File: config.mk
export PLATFORM = sky130hd
export DESIGN_NAME = mom_monitor
export DESIGN_NICKNAME = d
export VERILOG_FILES = /design/src/mom_monitor.v
export VERILOG_INCLUDE_DIRS = /design/src /design/src/src
export SDC_FILE = /design/constraint.sdc
export NUM_CORES = 1
export LEC_CHECK = 0
export ABC_AREA = 1
export BUFFER_PORTS_ARGS = -buffer_cell sky130_fd_sc_hd__buf_2
export CAP_MARGIN = 40
export CORE_ASPECT_RATIO = 1.2
export CORE_MARGIN = 2
export CORE_UTILIZATION = 40
export CTS_CLUSTER_DIAMETER = 60
export DETAILED_ROUTE_END_ITERATION = 6
export HOLD_SLACK_MARGIN = 0.15
export MAX_ROUTING_LAYER = met4
export PLACE_DENSITY = 0.57
export RECOVER_POWER = 50
export SETUP_SLACK_MARGIN = 0.5
export SYNTH_ARGS = -nofsm -noshare
export SYNTH_HDL_FRONTEND = slang
export SYNTH_SLANG_ARGS = --single-unit
export TNS_END_PERCENT = 10
File: constraint.sdc
create_clock -name clk_in -period 4.5 [get_ports clk_in]
set_clock_uncertainty 0.1 [all_clocks]
set_input_delay 0.9 -clock clk_in [delete_from_list [all_inputs] [get_ports clk_in]]
set_output_delay 0.9 -clock clk_in [all_outputs]
set_load 0.05 [all_outputs]
File: src/mom_defs.vh
// constants for the motor over-temperature monitor
// assumes readings are unsigned degrees celsius from an external digitiser
`ifndef MOM_DEFS_VH
`define MOM_DEFS_VH

`define MOM_TW 8
`define MOM_NCH 3
`define MOM_T_ZERO 8'h00
`define MOM_ALARM_C 8'h5A
`define MOM_ERROR_C 8'h78
`define MOM_RESET_C 8'h50
`define MOM_BLINK_W 26
// half period of green blink, 0.25 s at 125 MHz
`define MOM_BLINK_HALF 26'h1DCD64F
`define MOM_BLINK_ZERO 26'h0000000
// one-hot states
`define MOM_S_INIT 5'h01
`define MOM_S_NORM 5'h02
`define MOM_S_ALRM 5'h04
`define MOM_S_ERR 5'h08
`define MOM_S_DEAD 5'h10

`endif

File: src/mom_monitor.v
// motor over-temperature monitor: hottest-sensor state machine, relays, led
// assumes readings arrive on clk_in with a one-cycle valid strobe per channel
// assumes fault flags come from logic on clk_in, so no synchronisers here
`timescale 1ns/100ps
`include "mom_defs.vh"

module mom_monitor
(
   input wire clk_in,
   input wire rst_n_in,
   input wire [`MOM_TW*3-1:0] temp_in,
   input wire [2:0] temp_valid_in,
   input wire [2:0] sensor_fault_in,
   input wire internal_fault_in,
   output reg alarm_relay_closed_out,
   output reg error_relay_closed_out,
   output reg led_green_out,
   output reg led_red_out,
   output reg [4:0] state_out
);

   localparam S_INIT = `MOM_S_INIT;
   localparam S_NORM = `MOM_S_NORM;
   localparam S_ALRM = `MOM_S_ALRM;
   localparam S_ERR = `MOM_S_ERR;
   localparam S_DEAD = `MOM_S_DEAD;

   // -----------------------------------------------------------------
   // per-channel reading capture and running maximum
   // -----------------------------------------------------------------
   reg [`MOM_TW-1:0] temp_r [0:2];
   reg [2:0] seen_r;
   wire [`MOM_TW-1:0] run_max [0:3];
   wire [`MOM_TW-1:0] hot;

   // chain starts at the coldest possible reading
   assign run_max[0] = `MOM_T_ZERO;

   genvar g;
   generate
      for (g = 0; g < `MOM_NCH; g = g + 1)
      begin : g_ch
         // a reading holds until its channel strobes again
         always @(posedge clk_in)
         begin
            if (!rst_n_in)
            begin
               temp_r[g] <= `MOM_T_ZERO;
               seen_r[g] <= 1'b0;
            end
            else if (temp_valid_in[g])
            begin
               temp_r[g] <= temp_in[g*`MOM_TW +: `MOM_TW];
               seen_r[g] <= 1'b1;
            end
         end

         // keep the larger of this channel and the channels before it
         assign run_max[g + 1] = (temp_r[g] > run_max[g]) ? temp_r[g] : run_max[g];
      end
   endgenerate

   // -----------------------------------------------------------------
   // hottest reading
   // -----------------------------------------------------------------
   assign hot = run_max[`MOM_NCH];

   // -----------------------------------------------------------------
   // threshold compares on the hottest reading
   // -----------------------------------------------------------------
   wire hot_over_err;
   wire hot_at_alarm;
   wire hot_back_norm;
   wire hot_below_reset;

   assign hot_over_err = (hot > `MOM_ERROR_C);
   assign hot_at_alarm = (hot >= `MOM_ALARM_C);
   assign hot_back_norm = (hot <= `MOM_ALARM_C);
   assign hot_below_reset = (hot < `MOM_RESET_C);

   // -----------------------------------------------------------------
   // fault and sanity qualifiers
   // -----------------------------------------------------------------
   reg [4:0] state_r;
   reg [4:0] state_nxt;
   wire any_fault;
   wire all_seen;
   wire state_onehot;
   wire abnormal;

   // one bad channel is enough, whatever the others read
   assign any_fault = |sensor_fault_in;
   assign all_seen = &seen_r;
   // an upset state register is treated as an internal failure
   assign state_onehot = (state_r == S_INIT) || (state_r == S_NORM) || (state_r == S_ALRM) ||
                         (state_r == S_ERR) || (state_r == S_DEAD);
   assign abnormal = internal_fault_in || !state_onehot;

   // -----------------------------------------------------------------
   // state machine
   // -----------------------------------------------------------------
   // hottest reading at exactly the alarm level flips normal and alarm each cycle
   always @*
   begin
      state_nxt = state_r;
      if (abnormal)
      begin
         state_nxt = S_DEAD;
      end
      else
      begin
         case (state_r)
            S_INIT:
            begin
               if (any_fault)
               begin
                  state_nxt = S_ERR;
               end
               else if (all_seen)
               begin
                  if (hot_over_err)
                  begin
                     state_nxt = S_ERR;
                  end
                  else if (hot_at_alarm)
                  begin
                     state_nxt = S_ALRM;
                  end
                  else
                  begin
                     state_nxt = S_NORM;
                  end
               end
            end
            S_NORM:
            begin
               if (any_fault || hot_over_err)
               begin
                  state_nxt = S_ERR;
               end
               else if (hot_at_alarm)
               begin
                  state_nxt = S_ALRM;
               end
            end
            S_ALRM:
            begin
               if (any_fault || hot_over_err)
               begin
                  state_nxt = S_ERR;
               end
               else if (hot_back_norm)
               begin
                  state_nxt = S_NORM;
               end
            end
            S_ERR:
            begin
               if (!any_fault && all_seen && hot_below_reset)
               begin
                  state_nxt = S_NORM;
               end
            end
            S_DEAD:
            begin
               state_nxt = S_DEAD;
            end
            default:
            begin
               state_nxt = S_DEAD;
            end
         endcase
      end
   end

   // -----------------------------------------------------------------
   // blink timer
   // -----------------------------------------------------------------
   reg [`MOM_BLINK_W-1:0] blink_cnt_r;
   reg blink_r;
   always @(posedge clk_in)
   begin
      if (!rst_n_in)
      begin
         blink_cnt_r <= `MOM_BLINK_ZERO;
         blink_r <= 1'b0;
      end
      else if (state_r != S_ALRM)
      begin
         blink_cnt_r <= `MOM_BLINK_ZERO;
         blink_r <= 1'b1;
      end
      else if (blink_cnt_r == `MOM_BLINK_HALF)
      begin
         blink_cnt_r <= `MOM_BLINK_ZERO;
         blink_r <= ~blink_r;
      end
      else
         blink_cnt_r <= blink_cnt_r + 26'h0000001;
   end

   // -----------------------------------------------------------------
   // next-state decode for the outputs
   // -----------------------------------------------------------------
   // outputs decode the next state so they move together with state_out
   wire nxt_norm;
   wire nxt_alrm;
   wire nxt_err;

   assign nxt_norm = (state_nxt == S_NORM);
   assign nxt_alrm = (state_nxt == S_ALRM);
   assign nxt_err = (state_nxt == S_ERR);

   // -----------------------------------------------------------------
   // state register
   // -----------------------------------------------------------------
   always @(posedge clk_in)
   begin
      if (!rst_n_in)
      begin
         state_r <= S_INIT;
         state_out <= S_INIT;
      end
      else
      begin
         state_r <= state_nxt;
         state_out <= state_nxt;
      end
   end

   // -----------------------------------------------------------------
   // relay commands, 1 = closed
   // -----------------------------------------------------------------
   always @(posedge clk_in)
   begin
      if (!rst_n_in)
      begin
         alarm_relay_closed_out <= 1'b0;
      end
      else
      begin
         alarm_relay_closed_out <= nxt_norm;
      end
   end

   always @(posedge clk_in)
   begin
      if (!rst_n_in)
      begin
         error_relay_closed_out <= 1'b0;
      end
      else
      begin
         error_relay_closed_out <= nxt_norm || nxt_alrm;
      end
   end

   // -----------------------------------------------------------------
   // status led
   // -----------------------------------------------------------------
   always @(posedge clk_in)
   begin
      if (!rst_n_in)
      begin
         led_green_out <= 1'b0;
      end
      else
      begin
         led_green_out <= nxt_norm || (nxt_alrm && blink_r);
      end
   end

   always @(posedge clk_in)
   begin
      if (!rst_n_in)
      begin
         led_red_out <= 1'b0;
      end
      else
      begin
         led_red_out <= nxt_alrm || nxt_err;
      end
   end

endmodule // mom_monitor

# After elaboration in Yosys (flattened, before gate mapping)
# Memory sizes are Yosys's and may differ from the RTL's.
# Index checks and enable logic that the tools add are counted.
# totals
ff_bits,39
ramBits,24
output_inout_bits,9
n_memories,1
# mem_list
name,depth,width,read_ports,rd_ports_with_merged_regs,wr,line,rtl
temp_r,3,8,3,0,3,mom_monitor.v:31,reg [`MOM_TW-1:0] temp_r [0:2];
# classes
n_addsub,1
n_lt_le_gt_ge,7
n_eq_ne,10
muxes,29
n_bitwise,5
reduce_logical,18
# ops
operator,count
two-way mux 8 bit,6
two-way mux 5 bit,8
adder 26 x 1 -> 26 bit (second input constant),1
== test 26 x 25 -> 1 bit (second input constant),1
one-hot mux 5 bit (4 select lines),1
greater-than comparator 8 bit,2
two-way mux 1 bit,12
== test 5 x 2 -> 1 bit (second input constant),2
== test 5 x 3 -> 1 bit (second input constant),2
== test 5 x 4 -> 1 bit (second input constant),2
logical OR 1 bit,9
greater-or-equal comparator 8 x 7 -> 1 bit (second input constant),1
greater-than comparator 8 x 1 -> 1 bit (second input constant),1
greater-than comparator 8 x 7 -> 1 bit (second input constant),1
less-or-equal comparator 8 x 7 -> 1 bit (second input constant),1
less-than comparator 8 x 7 -> 1 bit (second input constant),1
OR reduction 3 bit,2
== test 5 x 1 -> 1 bit (second input constant),1
== test 5 bit (second input constant),1
inequality test 5 x 3 -> 1 bit (second input constant),1
two-way mux 4 bit,1
logical AND 1 bit,3
two-way mux 3 bit,1
OR 1 bit,3
other kinds (4),6

# Longest topological paths before layout
# An unclocked memory read counts as a cell.
# logic_depth
ltp_word,17
depth_mapped,32

# Least setup slack after synthesis
# Ideal clock, no wire load.
# synth_timing
path_type,register to register
from,mem temp_r[1][7] in the netlist's numbering
to,reg led_green_out
setup_time_ns,0.120
arrival_ns,2.973
t_required_ns,4.280
setup_slack_ns,1.306
path_stages_with_launch,29
n_path_buf,2
synth_period_minus_slack_ns,3.194
cell_sequence,edfxtp_1 > ha_1 > nand2_1 > nor2_1 > nand2_1 > nand2_1 > buf_4 > nand3_1 > and2_1 > ha_1 > nand2_1 > inv_1 > nand2_1 > nand2_1 > nand2_1 > nand2_1 > nand2_2 > buf_2 > nand3_1 > nand2_1 > nand2_1 > nor2_1 > nand2_1 > nand2_1 > nand2_1 > nand2_1 > o21ai_1 > nand2_1 > o21ai_1
# synth_lines
item,line,rtl
"start, declared",mom_monitor.v:31,
"end signal, assigned",mom_monitor.v:269,led_green_out <= nxt_norm || (nxt_alrm && blink_r);
"end, declared",mom_monitor.v:17,"output reg led_green_out,"

==> impl_results.md <==
- DRC violations left: 0
- Final Max Slew Viols: 0
- Largest net degree at the start of global routing: 19
- Initial core utilization: 41.3%
- Vias per inst: 4.81
- Post-synthesis cell area: 3550 um2
- Vias: 3131
- CP cell instances: ha_4 -> nand2_1 -> nor2_2 -> nand4_1 -> buf_4 -> nand3_1 -> nand2_1 -> ha_1 -> inv_1 -> o21bai_1 -> nand2_1 -> nand2_1 -> nand2_1 -> nand2_2 -> nand2_4 -> or2_1 -> nand2_2 -> nand2_2 -> nor2_2 -> nand3_1 -> nand4_1 -> o21ai_1 -> nand2_1 -> o21ai_1
- Run status: complete, no violations
- CTS sink count: between 60 and 70
- Final setup viols: 0
- Number of diodes: 0
- Post-route cell area: 4180 um2
- Final period utilization: 82.8%
- Final min period: 3.73 ns
- DRT Pass-1 Iters: 6
- Non-filler instance count after layout: 651
- CP required: 4.63 ns
- Hold crit path type: register to register
- Clock transition at path regs: 0.08 ns
- Max frequency: 0.268 GHz
- CP Launch Type: register
- Vias in the first global route: 2964
- PnR worst setup slack: 0.772 ns
- VDD IR max: around 190 uV
- Total global routing overflow: 0
- Max cap viols: 0
- Initial DRC Count: 79
- DP Worst Slack: 0.485 ns
- First-pass GRT wire length: approximately 13 mm
- Critical path arrival: 3.86 ns
- Slowest stage cell, crit path: edfxtp_1
- Buffers on Ports: 41
- PwrDens: 337 nW/um2
- DIE HEIGHT: 107 um
- Area grow syn2layout: 17.5%
- Ys async rst share: 0%
- Commonest non-fill, non-tap cell in the layout: nand2_1
- WL per Instance: approximately 12 um
- Placed insts: 624
- Post-Route WL: a little under 8 mm
- Synth cell types: 38
- Main synth FF type: dfxtp_1
- Share of cells above drive strength 1: just under 20%
- Area post-placement: 3880 um2
- GPL Wtd Cong: around 0.9
- Synth Warn #: 0
- CTS tree: built
- Initial antenna violation count: 0
- Leakage: 0.00197 uW
- # IOs: 42
- Max clock buf depth: 2
- FF/Latch Area: 1500 um2
- H-tree depth: 3
- Core outline area: 8610 um2
- Most Frequent Cell on Critical Path: nand2_1
- Sequential area share after synthesis: a little over two fifths
- Final setup TNS: 0 ns
- DIE WIDTH: between 90 and 100 um
- Smallest hold slack: 0.349 ns
- Syn Nets: around 520
- Clock Tree Root: clkbuf_8
- Worst-Margin Slew: 0.621 ns
- Final ANT Viol Nets: 0
- Area taken by multi-input logic gates: 1760 um2
- Layout fillers: just under 900
- Clk Latency, worst-skew pair: 0.34 ns
- RSZ-0062 raised after global routing: no
- Post-synth EDFFs: 24
- Most frequent cells in the layout: nand2_1, inv_1, nor2_1
- Post-DP HPWL: 6.13 mm
- Critical path start-end classification: register to register
- CP max stage delay: 0.44 ns
- Synthesized area per cell: approximately 7.5 um2
- Slew HR: 58.6%
- Rows: 37
- CTS buffer count: 9
- Yosys reg bits: 63
- Crit path max fanout: 7
- Crit end category: register
- GRT Overall Usage: approximately 18%
- Final Net Count: 579
- Final Hold Fails: 0
- Syn Inst Count: 472
- Die area: 9660 um2
==> worst max-delay path, delay by kind of cell (launching register included) <==
family	cells	cell delay (ns)
buffers and inverters	2	0.28
AOI/OAI and AO/OA	3	0.28
adders and majority gates	2	0.60
and+or+nand+nor	17	1.92
DFF	1	0.44
==> metrics by stage <==
stage	util [%]	total power, uW
2_1_floorplan	-	861
3_3_place_gp	45.0	928
3_5_place_dp	45.0	933
4_1_cts	47.3	1370
5_1_grt	48.5	1500
6_report	48.5	1410
==> kinds of logic (layout without fill, tap and decap cells) <==
logic type      after synthesis  in the layout  synth area share, %
compound gates               46             46                 7.43
xor+xnor                      1              1                0.246
fa+ha+maj                    17             17                 5.98
buf+inv                      93            153                 10.0
flops                        63             63                 42.2
simple gates                252            254                 34.1
==> sequential cells by signal, indices dropped and copies added (netlist names) <==
signal                  flops
blink_cnt_r                26
temp_r                     24
state_r                     5
blink_r                     1
seen_r                      3
led_green_out               1
led_red_out                 1
alarm_relay_closed_out      1
error_relay_closed_out      1
==> Yosys cell counts, types with 4 or more instances <==
library cell | instances | area (um2)
a21oi_1 | 23 | 115
dfxtp_1 | 39 | 781
edfxtp_1 | 24 | 721
ha_1 | 17 | 213
inv_1 | 84 | 315
nand2_1 | 104 | 390
nand2_2 | 5 | 31.3
nand3_1 | 31 | 155
nand4_1 | 9 | 56.3
nand4_2 | 5 | 62.6
nor2_1 | 53 | 199
nor2_2 | 6 | 37.5
nor3_1 | 11 | 55.1
nor3b_1 | 4 | 30.0
nor4_1 | 6 | 37.5
o21a_1 | 5 | 37.5
o21ai_0 | 7 | 35.0
o21ai_1 | 4 | 20.0
or2_2 | 4 | 25.0
==> repair_timing <==
action                                  in CTS  in global routing
buffers inserted                             3                  6
endpoints found under the setup margin       3                  7
gates resized for setup                      0                 14
pin swaps                                    1                  7
hold buffers                                 0                  0
cloned                                       0                  2
==> where the power goes <==
group | switching, uW | internal (uW)
Combinational | 208 | 132
Clock | 237 | 201
Sequential | 15.0 | 615
Total | 460 | 948
==> metal layers <==
| metal | global-route usage, % | wire length [um] |
|---|---|---|
| met5 | - | 0 |
| met4 | 8.02 | 199 |
| met3 | 3.29 | 204 |
| met2 | 30.9 | 4090 |
| met1 | 19.4 | 3390 |
==> layout make-up <==
| class | count | share of cell area (%) |
|---|---|---|
| multi-input cells | 318 | 42.1 |
| flip-flops and latches | 63 | 36.0 |
| inverters | 87 | 7.82 |
| repair buffers | 50 | 6.47 |
| well taps | 117 | 3.51 |
| clock buffers | 9 | 2.97 |
| clock inverters | 7 | 1.14 |
==> final timing paths <==
| kind | slack [ns] | startpoint | to | cells past startpoint |
|---|---|---|---|---|
| max | 0.77 | temp_r[1][7] | led_green_out | 24 |
| max reg2reg | 0.77 | temp_r[1][7] | led_green_out | 24 |
| min | 0.35 | seen_r[0] | seen_r[0] | 2 |
| min reg2reg | 0.35 | seen_r[0] | seen_r[0] | 2 |
Power figures use the tool's default switching activity.
